## config.mk

```make
export PLATFORM = sky130hd
export DESIGN_NAME = stpe_tx_top
export DESIGN_NICKNAME = d
export VERILOG_FILES = /design/src/include/stpe_pkg.sv /design/src/core/stpe_enc8b10b.sv /design/src/core/stpe_tx_top.sv
export SDC_FILE = /design/constraint.sdc
export NUM_CORES = 1
export LEC_CHECK = 0
export BUFFER_PORTS_ARGS = -buffer_cell sky130_fd_sc_hd__buf_2
export CORE_MARGIN = 3
export CORE_UTILIZATION = 40
export CTS_BUF_LIST = sky130_fd_sc_hd__clkbuf_8
export DETAILED_ROUTE_END_ITERATION = 6
export GPL_TIMING_DRIVEN = 0
export HOLD_SLACK_MARGIN = 0.1
export PLACE_DENSITY = 0.66
export SLEW_MARGIN = 0
export SYNTH_ARGS = -nofsm -noshare
export SYNTH_HDL_FRONTEND = slang
export SYNTH_SLANG_ARGS = --single-unit
```

## constraint.sdc

```tcl
create_clock -name core_clk_in -period 10.1 [get_ports core_clk_in]
set_clock_uncertainty 0.15 [all_clocks]
set_input_delay 1.515 -clock core_clk_in [delete_from_list [all_inputs] [get_ports core_clk_in]]
set_output_delay 1.515 -clock core_clk_in [all_outputs]
set_load 0.05 [all_outputs]
```

## src/include/stpe_pkg.sv

```systemverilog
package stpe_pkg;

  // Widths
  localparam int STPE_DATA_W = 16;
  localparam int STPE_SYM_W  = 10;
  localparam int STPE_WORD_W = 20;

  // Serial bits per reference clock period; the core clock runs at the bit rate
  localparam logic [4:0] STPE_BIT_LAST  = 5'h13;
  localparam logic [4:0] STPE_BIT_FIRST = 5'h00;

  // Reset values
  localparam logic STPE_RD_RESET = 1'b0;
  localparam logic STPE_BIT_IDLE = 1'b0;

  // 8b/10b code points
  localparam logic [4:0] STPE_X_K28  = 5'h1C;
  localparam logic [4:0] STPE_X_D7   = 5'h07;
  localparam logic [2:0] STPE_Y_7    = 3'h7;
  localparam logic [5:0] STPE_6B_K28 = 6'h0F;
  localparam logic [3:0] STPE_4B_A7N = 4'h7;
  localparam logic [3:0] STPE_4B_A7P = 4'h8;
  localparam logic [3:0] STPE_4B_P7N = 4'hE;
  localparam logic [3:0] STPE_4B_P7P = 4'h1;

  // 5b/6b codes for negative disparity, abcdei with a in the MSB
  localparam logic [5:0] STPE_6B_TBL [32] = '{
    6'h27, 6'h1D, 6'h2D, 6'h31, 6'h35, 6'h29, 6'h19, 6'h38,
    6'h39, 6'h25, 6'h15, 6'h34, 6'h0D, 6'h2C, 6'h1C, 6'h17,
    6'h1B, 6'h23, 6'h13, 6'h32, 6'h0B, 6'h2A, 6'h1A, 6'h3A,
    6'h33, 6'h26, 6'h16, 6'h36, 6'h0E, 6'h2E, 6'h1E, 6'h2B};

  // 3b/4b data codes for negative disparity, fghj with f in the MSB
  localparam logic [3:0] STPE_4B_TBL [8] = '{
    4'hB, 4'h9, 4'h5, 4'hC, 4'hD, 4'hA, 4'h6, 4'hE};

  // 4b tails of K28.y when the symbol starts at negative disparity
  localparam logic [3:0] STPE_4B_K28 [8] = '{
    4'h4, 4'h9, 4'h5, 4'h3, 4'h2, 4'hA, 4'h6, 4'h8};

  // Parallel word as taken from the protocol device
  typedef struct packed {
    logic                   hi_ctrl;
    logic                   lo_ctrl;
    logic [STPE_DATA_W-1:0] data;
  } stpe_tx_word_t;

  localparam stpe_tx_word_t STPE_WORD_RESET = '0;

  function automatic logic [3:0] stpe_ones(input logic [STPE_SYM_W-1:0] v);
    logic [3:0] n;
    n = 4'h0;
    for (int i = 0; i < STPE_SYM_W; i++) begin
      n = n + {3'h0, v[i]};
    end
    return n;
  endfunction

endpackage

```

## src/core/stpe_enc8b10b.sv

```systemverilog
`timescale 1ns/100ps
`default_nettype none

module stpe_enc8b10b
  import stpe_pkg::*;
(
  // Byte to encode
  input  wire logic [7:0]            byte_in,
  input  wire logic                  ctrl_in,
  input  wire logic                  rd_in,
  // Symbol abcdeifghj, a in the MSB
  output logic [STPE_SYM_W-1:0]      sym_out,
  output logic                       rd_out,
  output logic                       ctrl_bad_out
);

  logic [4:0] x;
  logic [2:0] y;
  logic       k28;
  logic       k_alt;
  logic [5:0] s6;
  logic [3:0] s4;
  logic       rd_mid;
  logic [3:0] n6;

  always_comb begin
    x = byte_in[4:0];
    y = byte_in[7:5];
    k28 = ctrl_in && (x == STPE_X_K28);
    k_alt = ctrl_in && (y == STPE_Y_7) &&
            (x == 5'h17 || x == 5'h1B || x == 5'h1D || x == 5'h1E);
    // Unknown control byte falls back to its data code, so the line never stalls
    ctrl_bad_out = ctrl_in && !k28 && !k_alt;
    s6 = k28 ? STPE_6B_K28 : STPE_6B_TBL[x];
    n6 = stpe_ones({4'h0, s6});
    // Neutral 6b codes keep their form, except D.7 which has two
    if (rd_in && (k28 || n6 != 4'h3 || x == STPE_X_D7)) begin
      s6 = ~s6;
    end
    rd_mid = (n6 == 4'h3) ? rd_in : ~rd_in;
    if (k28) begin
      s4 = rd_in ? ~STPE_4B_K28[y] : STPE_4B_K28[y];
    end else if (k_alt) begin
      s4 = rd_mid ? STPE_4B_A7P : STPE_4B_A7N;
    end else if (y == STPE_Y_7) begin
      // Alternate form avoids a run of five equal bits
      if ((!rd_mid && (x == 5'h11 || x == 5'h12 || x == 5'h14)) ||
          (rd_mid && (x == 5'h0B || x == 5'h0D || x == 5'h0E))) begin
        s4 = rd_mid ? STPE_4B_A7P : STPE_4B_A7N;
      end else begin
        s4 = rd_mid ? STPE_4B_P7P : STPE_4B_P7N;
      end
    end else begin
      s4 = STPE_4B_TBL[y];
      if (rd_mid && !(y == 3'h1 || y == 3'h2 || y == 3'h5 || y == 3'h6)) begin
        s4 = ~s4;
      end
    end
    sym_out = {s6, s4};
    // Running disparity carried to the next symbol
    if (stpe_ones(sym_out) == 4'h5) begin
      rd_out = rd_in;
    end else begin
      rd_out = (stpe_ones(sym_out) > 4'h5);
    end
  end

endmodule

`default_nettype wire

```

## src/core/stpe_tx_top.sv

```systemverilog
// Operation
// - Low select high sends control symbol, else data
// - High select high sends control symbol, else data
// - Whole word captured on reference clock rise
// - NRZ differential output, twenty bits per reference
// - Loopback high floats outputs, low drives them
// - Outputs float during power-on reset
`timescale 1ns/100ps
`default_nettype none

module stpe_tx_top
  import stpe_pkg::*;
(
  // Clock and reset
  input  wire logic                   core_clk_in,
  input  wire logic                   rst_n_in,
  // Parallel transmit side
  input  wire logic                   tx_ref_clk_in,
  input  wire logic [STPE_DATA_W-1:0] tx_data_in,
  input  wire logic                   low_byte_control_sel_in,
  input  wire logic                   high_byte_control_sel_in,
  // Mode pins
  input  wire logic                   loopback_enable_in,
  input  wire logic                   test_mode_enable_in,
  // Serial pair
  output logic                        serial_out_pos_out,
  output logic                        serial_out_neg_out,
  output logic                        serial_out_oe_out,
  // Status
  output logic                        ctrl_code_err_out
);

  // Input synchroniser state
  stpe_tx_word_t word_s1_reg;
  stpe_tx_word_t word_s1_next;
  stpe_tx_word_t word_s2_reg;
  stpe_tx_word_t word_s2_next;
  logic          ref_s1_reg;
  logic          ref_s1_next;
  logic          ref_s2_reg;
  logic          ref_s2_next;
  logic          ref_d_reg;
  logic          ref_d_next;
  logic          loop_s1_reg;
  logic          loop_s1_next;
  logic          loop_s2_reg;
  logic          loop_s2_next;
  logic          ref_rise;

  // Serializer state
  stpe_tx_word_t            hold_reg;
  stpe_tx_word_t            hold_next;
  logic [STPE_WORD_W-1:0]   shift_reg;
  logic [STPE_WORD_W-1:0]   shift_next;
  logic [4:0]               bit_cnt_reg;
  logic [4:0]               bit_cnt_next;
  logic                     rd_reg;
  logic                     rd_next;
  logic                     pos_reg;
  logic                     pos_next;
  logic                     neg_reg;
  logic                     neg_next;
  logic                     oe_reg;
  logic                     oe_next;
  logic                     err_reg;
  logic                     err_next;
  logic                     word_load;

  // Encoder results
  logic [STPE_SYM_W-1:0]    lo_sym;
  logic [STPE_SYM_W-1:0]    hi_sym;
  logic                     lo_rd;
  logic                     hi_rd;
  logic                     lo_bad;
  logic                     hi_bad;

  // Test mode is not implemented; the pin is accepted and ignored
  logic                     test_mode_unused;
  assign test_mode_unused = test_mode_enable_in;

  generate
    if (STPE_WORD_W != 2 * STPE_SYM_W) begin : g_bad_width
      $error("stpe_tx_top: word width must hold two symbols");
    end
  endgenerate

  // Pins come from another domain; the reference clock is sampled as data
  always_comb begin
    word_s1_next = '{hi_ctrl: high_byte_control_sel_in,
                     lo_ctrl: low_byte_control_sel_in,
                     data:    tx_data_in};
    word_s2_next = word_s1_reg;
    ref_s1_next  = tx_ref_clk_in;
    ref_s2_next  = ref_s1_reg;
    ref_d_next   = ref_s2_reg;
    loop_s1_next = loopback_enable_in;
    loop_s2_next = loop_s1_reg;
  end

  always_ff @(posedge core_clk_in) begin
    if (!rst_n_in) begin
      word_s1_reg <= STPE_WORD_RESET;
      word_s2_reg <= STPE_WORD_RESET;
      ref_s1_reg  <= 1'b0;
      ref_s2_reg  <= 1'b0;
      ref_d_reg   <= 1'b0;
      loop_s1_reg <= 1'b0;
      loop_s2_reg <= 1'b0;
    end else begin
      word_s1_reg <= word_s1_next;
      word_s2_reg <= word_s2_next;
      ref_s1_reg  <= ref_s1_next;
      ref_s2_reg  <= ref_s2_next;
      ref_d_reg   <= ref_d_next;
      loop_s1_reg <= loop_s1_next;
      loop_s2_reg <= loop_s2_next;
    end
  end

  // Word and its selects share the synchroniser delay, so they stay aligned
  assign ref_rise  = ref_s2_reg && !ref_d_reg;
  assign word_load = (bit_cnt_reg == STPE_BIT_LAST);

  stpe_enc8b10b u_enc_lo (
    .byte_in      (hold_reg.data[7:0]),
    .ctrl_in      (hold_reg.lo_ctrl),
    .rd_in        (rd_reg),
    .sym_out      (lo_sym),
    .rd_out       (lo_rd),
    .ctrl_bad_out (lo_bad)
  );

  stpe_enc8b10b u_enc_hi (
    .byte_in      (hold_reg.data[15:8]),
    .ctrl_in      (hold_reg.hi_ctrl),
    .rd_in        (lo_rd),
    .sym_out      (hi_sym),
    .rd_out       (hi_rd),
    .ctrl_bad_out (hi_bad)
  );

  always_comb begin
    hold_next    = hold_reg;
    shift_next   = {shift_reg[STPE_WORD_W-2:0], STPE_BIT_IDLE};
    bit_cnt_next = bit_cnt_reg + 5'h01;
    rd_next      = rd_reg;
    err_next     = err_reg;
    if (ref_rise) begin
      hold_next = word_s2_reg;
    end
    // Counter free-runs: a word never waits, a late word is simply resent
    if (word_load) begin
      bit_cnt_next = STPE_BIT_FIRST;
      shift_next   = {lo_sym, hi_sym};
      rd_next      = hi_rd;
      err_next     = lo_bad || hi_bad;
    end
    oe_next  = !loop_s2_reg;
    pos_next = oe_next && shift_reg[STPE_WORD_W-1];
    neg_next = oe_next && !shift_reg[STPE_WORD_W-1];
  end

  always_ff @(posedge core_clk_in) begin
    if (!rst_n_in) begin
      hold_reg    <= STPE_WORD_RESET;
      shift_reg   <= '0;
      bit_cnt_reg <= STPE_BIT_FIRST;
      rd_reg      <= STPE_RD_RESET;
      err_reg     <= 1'b0;
      oe_reg      <= 1'b0;
      pos_reg     <= 1'b0;
      neg_reg     <= 1'b0;
    end else begin
      hold_reg    <= hold_next;
      shift_reg   <= shift_next;
      bit_cnt_reg <= bit_cnt_next;
      rd_reg      <= rd_next;
      err_reg     <= err_next;
      oe_reg      <= oe_next;
      pos_reg     <= pos_next;
      neg_reg     <= neg_next;
    end
  end

  assign serial_out_pos_out = pos_reg;
  assign serial_out_neg_out = neg_reg;
  assign serial_out_oe_out  = oe_reg;
  assign ctrl_code_err_out  = err_reg;

  a_loop_float_pair: assert property (
    @(posedge core_clk_in) disable iff (!rst_n_in)
    loop_s2_reg |=> !serial_out_oe_out)
    else $error("pair driven while loopback is on");

  a_normal_drive_pair: assert property (
    @(posedge core_clk_in) disable iff (!rst_n_in)
    !loop_s2_reg && rst_n_in |=> serial_out_oe_out)
    else $error("pair not driven outside loopback");

  a_reset_float_pair: assert property (
    @(posedge core_clk_in) disable iff (1'b0)
    !rst_n_in |=> !serial_out_oe_out)
    else $error("pair driven during reset");

  a_word_capture_edge: assert property (
    @(posedge core_clk_in) disable iff (!rst_n_in)
    ref_rise |=> hold_reg == $past(word_s2_reg))
    else $error("word not captured on reference rise");

  a_word_period_twenty: assert property (
    @(posedge core_clk_in) disable iff (!rst_n_in)
    word_load |=> !word_load [*8] ##1 !word_load [*8] ##1 !word_load [*3]
      ##1 word_load)
    else $error("word period is not twenty bits");

  a_pair_opposite_level: assert property (
    @(posedge core_clk_in) disable iff (!rst_n_in)
    serial_out_oe_out |-> serial_out_pos_out != serial_out_neg_out)
    else $error("serial pair not differential");

  a_low_symbol_first: assert property (
    @(posedge core_clk_in) disable iff (!rst_n_in)
    word_load |=> shift_reg[STPE_WORD_W-1:STPE_SYM_W] == $past(lo_sym)
      && $countones(shift_reg) inside {[8:12]})
    else $error("low symbol not first or unbalanced");

  a_low_comma_code: assert property (
    @(posedge core_clk_in) disable iff (!rst_n_in)
    hold_reg.lo_ctrl && hold_reg.data[7:0] == 8'hBC |->
      lo_sym == (rd_reg ? 10'h305 : 10'h0FA))
    else $error("low control byte gave wrong symbol");

  a_high_data_code: assert property (
    @(posedge core_clk_in) disable iff (!rst_n_in)
    !hold_reg.hi_ctrl && hold_reg.data[15:8] == 8'h00 |->
      hi_sym == (lo_rd ? 10'h18B : 10'h274))
    else $error("high data byte gave wrong symbol");

  a_never_stall_count: assert property (
    @(posedge core_clk_in) disable iff (!rst_n_in)
    rst_n_in && $past(rst_n_in) && bit_cnt_reg != STPE_BIT_FIRST |->
      bit_cnt_reg == $past(bit_cnt_reg) + 5'h01)
    else $error("bit counter stalled");

endmodule

`default_nettype wire

```

==> results of run 1 <==
[cells in the final DEF (no fill, tap or decap), types with 7 or more instances in the layout]
master,instances
a21oi_1,27
xor2_1,7
clkbuf_1,26
nor2_1,32
dfxtp_1,87
clkbuf_8,9
buf_2,35
buf_4,15
inv_1,33
o21ai_0,18
xnor2_1,15
nand2_1,74
nand3_1,17
a21boi_0,24
nand2b_1,8
fa_1,13
and2_1,50
ha_1,31
[final timing paths]
kind / to / slack (ps) / depth (start not counted)
worst min-delay path: serial_out_neg_out / 260 / 1
worst max-delay path: rd_reg / -1030 / 41
worst min register to register: serial_out_neg_out / 260 / 1
worst max register to register: rd_reg / -1030 / 41
[stage by stage]
| step | cells | total power (uW) | worst slack [ps] |
|---|---|---|---|
| 2_1_floorplan | 633 | 711 | -448 |
| 3_3_place_gp | 834 | 774 | -1130 |
| 3_5_place_dp | 834 | 799 | -1280 |
| 4_1_cts | 860 | 1060 | -1000 |
| 5_1_grt | 865 | 1150 | -1410 |
| 6_report | 865 | 1070 | -1030 |
[synth_stat cells (all sizes together) (6+ instances only)]
library cell  count
dfxtp            89
nand2            76
and2             51
inv              38
nor2             37
ha               34
a21oi            30
a21boi           26
clkbuf           26
o21ai            22
fa               18
nand3            18
xnor2            15
buf              14
nor3              9
xor2              9
nand2b            8
o31ai             7
a31oi             6
mux2i             6
nor2b             6
nor3b             6
o211a             6
[cell families after synthesis]
family,synth area share
xor gates and xnor gates,0.0395
buffers and inverters,0.0574
muxes,0.0293
DFF,0.323
AOI/OAI and AO/OA,0.189
adders and majority gates,0.143
and+or+nand+nor,0.219
[area by class of cell]
cell class                      instances  area, um2
Fill cell                            1287       6980
Multi-Input combinational cell        466       3620
Sequential cell                        89       1790
Timing Repair Buffer                   40        241
Tap cell                              176        220
Buffer                                 40        174
Inverter                               38        143
Clock buffer                            9        124
Clock inverter                          7       63.8
[what timing repair did]
item,CTS,global route
setup buffers,10,5
hold endpoints to repair,0,0
pin swaps,7,20
gates resized for setup,10,12
cloned,0,0
hold buffers,0,0
endpoints found under the setup margin,1,1
[where the power goes]
group,switching (uW),internal [uW]
registers,3.84,360
logic,252,223
clock network,136,94.0
[routing by layer]
metal	vias to the layer above	part of all wire
met2	115	0.46
li1	2251	-
met4	0	0.014
met3	16	0.039
met5	-	0
met1	2160	0.48
==> run_results.csv, run 1 <==
group,metric,value,unit
outcome,status,"finished, violations left",
outcome,failed_checks,"setup timing",
worst_hold_path,min_path_type,"register to register",
worst_setup_path,critPathLaunchType,"register",
worst_setup_path,critPathSlowestCell,"fa_2",
sta,setup_viol,1,
power,power_density,168,nW/um2
yosys,ys_seq_area_frac,0.323,
global_route,grt_busiest_layer,"met2",
worst_setup_path,cp_common_cell,"fa_1",
sta,timing.fmax,0.0898,GHz
final_layout,fin_nets,759,
power,peakVddDrop,129,uV
drt,wl,12500,um
clock_tree,htree_levels,3,
sta,grt_setup_unrepaired,"true",
global_route,grt_max_degree,18,
global_route,use_met3,0.0284,
placement,placed_cell_area,5960,um2
floorplanning,die_height,123,um
drt,vias,4542,
worst_setup_path,criticalPathCategory,"register to register",
floorplanning,initial_core_util,0.413,
floorplanning,fp-row-count,42,
worst_setup_path,critical_path.max_stage_delay,540,ps
global_route,grt_use_met1,0.234,
floorplanning,dieArea,15200,um2
sta,finalCritPeriodShare,1.10,
final_layout,antennaDiodeCount,0,
placement,dp_hpwl,9360,um
drt,ant_nets,0,
yosys,ys_warn_count,0,
sta,hold_viol_final,0,
drt,post_drt_wl_per_cell,14.5,um
sta,worst_slack,-1030,ps
yosys,syn_nets,708,
yosys,netlist_top_cells_area,"dfxtp_1 32%, ha_1 7.7%, fa_1 6.5%, and2_1 5.8%, nand2_1 5.2%",
yosys,netlist.area_leader.share,0.323,
sta,fin_crit,11130,ps
final_layout,largest_reg_flops,20,
sta,slew_viol_final,0,
worst_setup_path,critPathArrivalTime,11280,ps
drt,drc,0,
worst_setup_path,crit_required,10250,ps
clock_tree,clk_latency,360,ps
yosys,syn_area,5510,um2
yosys,ys_seq_elements,89,
yosys,synth.distinct_cells,78,
clock_tree,cts_tree,"built",
global_route,gr-usage-met2,0.274,
global_route,grt_pass1_vias,4247,
yosys,synthArstFlopShare,0,
sta,hold_slack,260,ps
worst_hold_path,holdCritStartpoint,"shift_reg[19]",
clock_tree,cts.sinks,89,
final_layout,syn_to_final_growth,15.6,%
worst_setup_path,crit_buf_inv,6,
clock_tree,clk_path_buf_depth,2,
worst_setup_path,worstSetupEndpointType,"register",
final_layout,postLayoutCellArea,6370,um2
worst_setup_path,timing.rr.start,"hold_reg[1]",
floorplanning,io_pins,27,
clock_tree,cts_root_buffer,"clkbuf_8",
clock_tree,numCtsBuffers,9,
global_route,grt_first_pass_wirelength,20600,um
placement,port_buffers,25,
job,drv_cap,0,
sta,worstMarginPinSlew,770,ps
clock_tree,clk_pin_slew,100,ps
sta,slew_headroom,0.486,
final_layout,drive_gt1_frac,0.177,
yosys,synth_edf_count,0,
global_route,antenna_found_initial,0,
drt,via_per_inst,5.25,
yosys,synth_top_cell_by_area,"dfxtp_1",
power,p_leak,0.00254,uW
placement,place_congestion,0.867,
drt,drt-initial-drc-count,352,
floorplanning,fp.dieW,123,um
worst_setup_path,startpoint,"hold_reg[1]",
drt,first_pass_iters,5,
worst_setup_path,crit_family,"adder cells",
yosys,synth-main-ff-cell,"dfxtp_1",
yosys,netlist_instances,633,
global_route,grt_usage,0.169,
floorplanning,core-area,13300,um2
yosys,syn_area_per_cell,8.71,um2
final_layout,utilization,0.477,
worst_setup_path,cp_max_fo,7,
global_route,grt.overflow.total,0,
sta,finalSetupTns,-1030,ps
Note: power is estimated with default switching activity, not from simulation.
==> run 2: changes to the inputs <==
CORE_UTILIZATION = 55   (was 40)
PLACE_DENSITY = 0.84   (was 0.66)
==> run_results.csv, run 2 (same netlist as run 1, synthesis figures left out) <==
group,metric,value,unit
power,power_density,168,nW/um2
placement,place_congestion,0.900,
global_route,grt_first_pass_wirelength,21700,um
worst_hold_path,holdCritStartpoint,"word_s1_reg[3]",
clock_tree,numCtsBuffers,9,
worst_setup_path,critPathLaunchType,"register",
drt,post_drt_wl_per_cell,15.4,um
final_layout,fillCellCount,754,
worst_setup_path,critical_path.max_stage_delay,540,ps
floorplanning,io_pins,27,
drt,first_pass_iters,5,
worst_setup_path,startpoint,"hold_reg[0]",
floorplanning,core-area,9500,um2
sta,timing.fmax,0.0910,GHz
outcome,failed_checks,"setup timing",
final_layout,fin_nets,779,
global_route,grt_max_degree,17,
drt,drc,0,
global_route,antenna_found_initial,0,
sta,worstMarginPinSlew,654,ps
floorplanning,fp-row-count,35,
sta,slew_viol_final,0,
worst_hold_path,min_path_type,"register to register",
final_layout,multi_input_area,3630,um2
floorplanning,dieArea,11300,um2
worst_setup_path,worstSetupEndpointType,"register",
power,p_leak,0.00267,uW
worst_setup_path,critPathArrivalTime,11150,ps
final_layout,antennaDiodeCount,0,
global_route,grt_usage,0.235,
clock_tree,clk_latency,360,ps
worst_setup_path,timing.rr.start,"hold_reg[0]",
drt,via_per_inst,5.65,
global_route,grt.overflow.total,0,
power,peakVddDrop,288,uV
clock_tree,cts_tree,"built",
final_layout,largest_reg_flops,20,
final_layout,final_common_cell,"dfxtp_1",
worst_setup_path,criticalPathCategory,"register to register",
clock_tree,clk_path_buf_depth,2,
worst_setup_path,cp_common_cell,"fa_1",
sta,finalSetupTns,-892,ps
clock_tree,cts_root_buffer,"clkbuf_8",
worst_setup_path,critPathSlowestCell,"fa_2",
drt,wl,12900,um
sta,finalCritPeriodShare,1.09,
placement,dp_hpwl,9350,um
sta,worst_slack,-892,ps
placement,port_buffers,25,
final_layout,syn_to_final_growth,17.5,%
sta,slew_headroom,0.563,
clock_tree,clk_pin_slew,90,ps
worst_setup_path,cp_max_fo,5,
drt,vias,4725,
floorplanning,fp.dieW,106,um
sta,fin_crit,10990,ps
clock_tree,cts.sinks,89,
global_route,grt_pass1_vias,4640,
final_layout,drive_gt1_frac,0.202,
clock_tree,htree_levels,3,
sta,hold_viol_final,0,
job,drv_cap,0,
sta,setup_viol,1,
final_layout,seq_area,1790,um2
drt,drt-initial-drc-count,316,
sta,grt_setup_unrepaired,"true",
worst_setup_path,crit_required,10250,ps
drt,ant_nets,0,
floorplanning,initial_core_util,0.580,
outcome,status,"finished, violations left",
sta,hold_slack,289,ps
final_layout,mostFrequentLayoutCells,"87 x dfxtp_1, 74 x nand2_1, 51 x and2_1",
final_layout,utilization,0.682,
floorplanning,die_height,106,um
==> run 2: cell count changes in the layout (fill, tap and decap cells not counted), moves of 2 or more <==
cell,delta
buf_4,+21
a31oi_1,+2
nand3_2,+2
o21ai_0,-2
==> run 2: final timing paths <==
path / end / cells after the start / slack [ps]
setup / recovery: rd_reg / 41 / -890
hold / removal: word_s2_reg[3] / 1 / 290
setup reg to reg: rd_reg / 41 / -890
hold reg to reg: word_s2_reg[3] / 1 / 290
==> run 2: power breakdown <==
group	internal (uW)	total, uW	switching [uW]
combinational	222	476	253
clock	117	249	133
sequential	360	364	3.71
==> run 2: cell type report <==
| type | instances | share of cell area |
|---|---|---|
| Clock inverter | 6 | 0.0112 |
| Sequential cell | 89 | 0.276 |
| Buffer | 40 | 0.0268 |
| Tap cell | 129 | 0.0249 |
| Inverter | 38 | 0.0220 |
| Multi-Input combinational cell | 466 | 0.560 |
| Timing Repair Buffer | 60 | 0.0599 |
| Clock buffer | 9 | 0.0191 |
==> run 2: timing repair <==
item,CTS,global route
hold buffers,0,0
gates resized for setup,17,8
pin swaps,25,21
endpoints found under the setup margin,1,2
buffers inserted,32,3
==> run 2: critical path, delay by kind of cell (launching register included) <==
family | cells | cell delay, ps
mux | 1 | 500
xor+xnor | 2 | 300
simple gates | 7 | 1190
compound gates | 8 | 1190
flops | 1 | 370
buf+inv | 6 | 330
fa+ha+maj | 17 | 6890
==> run 2: per-layer routing <==
| metal | track usage | wire length, um | part of all wire | vias up |
|---|---|---|---|---|
| met4 | 0.0786 | 244 | 0.019 | 0 |
| met5 | 0 | 0 | 0 | - |
| met3 | 0.0364 | 651 | 0.050 | 26 |
| met1 | 0.303 | 5730 | 0.44 | 2253 |
| met2 | 0.403 | 6280 | 0.49 | 148 |
| li1 | - | - | - | 2298 |
==> run 2: stage by stage <==
step	worst slack, ps	instances	cell area [um2]	total power [uW]
2_1_floorplan	-448	633	5620	711
6_report	-892	837	6480	1090
3_3_place_gp	-1030	787	5900	769
5_1_grt	-1200	837	6480	1170
3_5_place_dp	-1300	787	5900	794
4_1_cts	-918	834	6400	1060
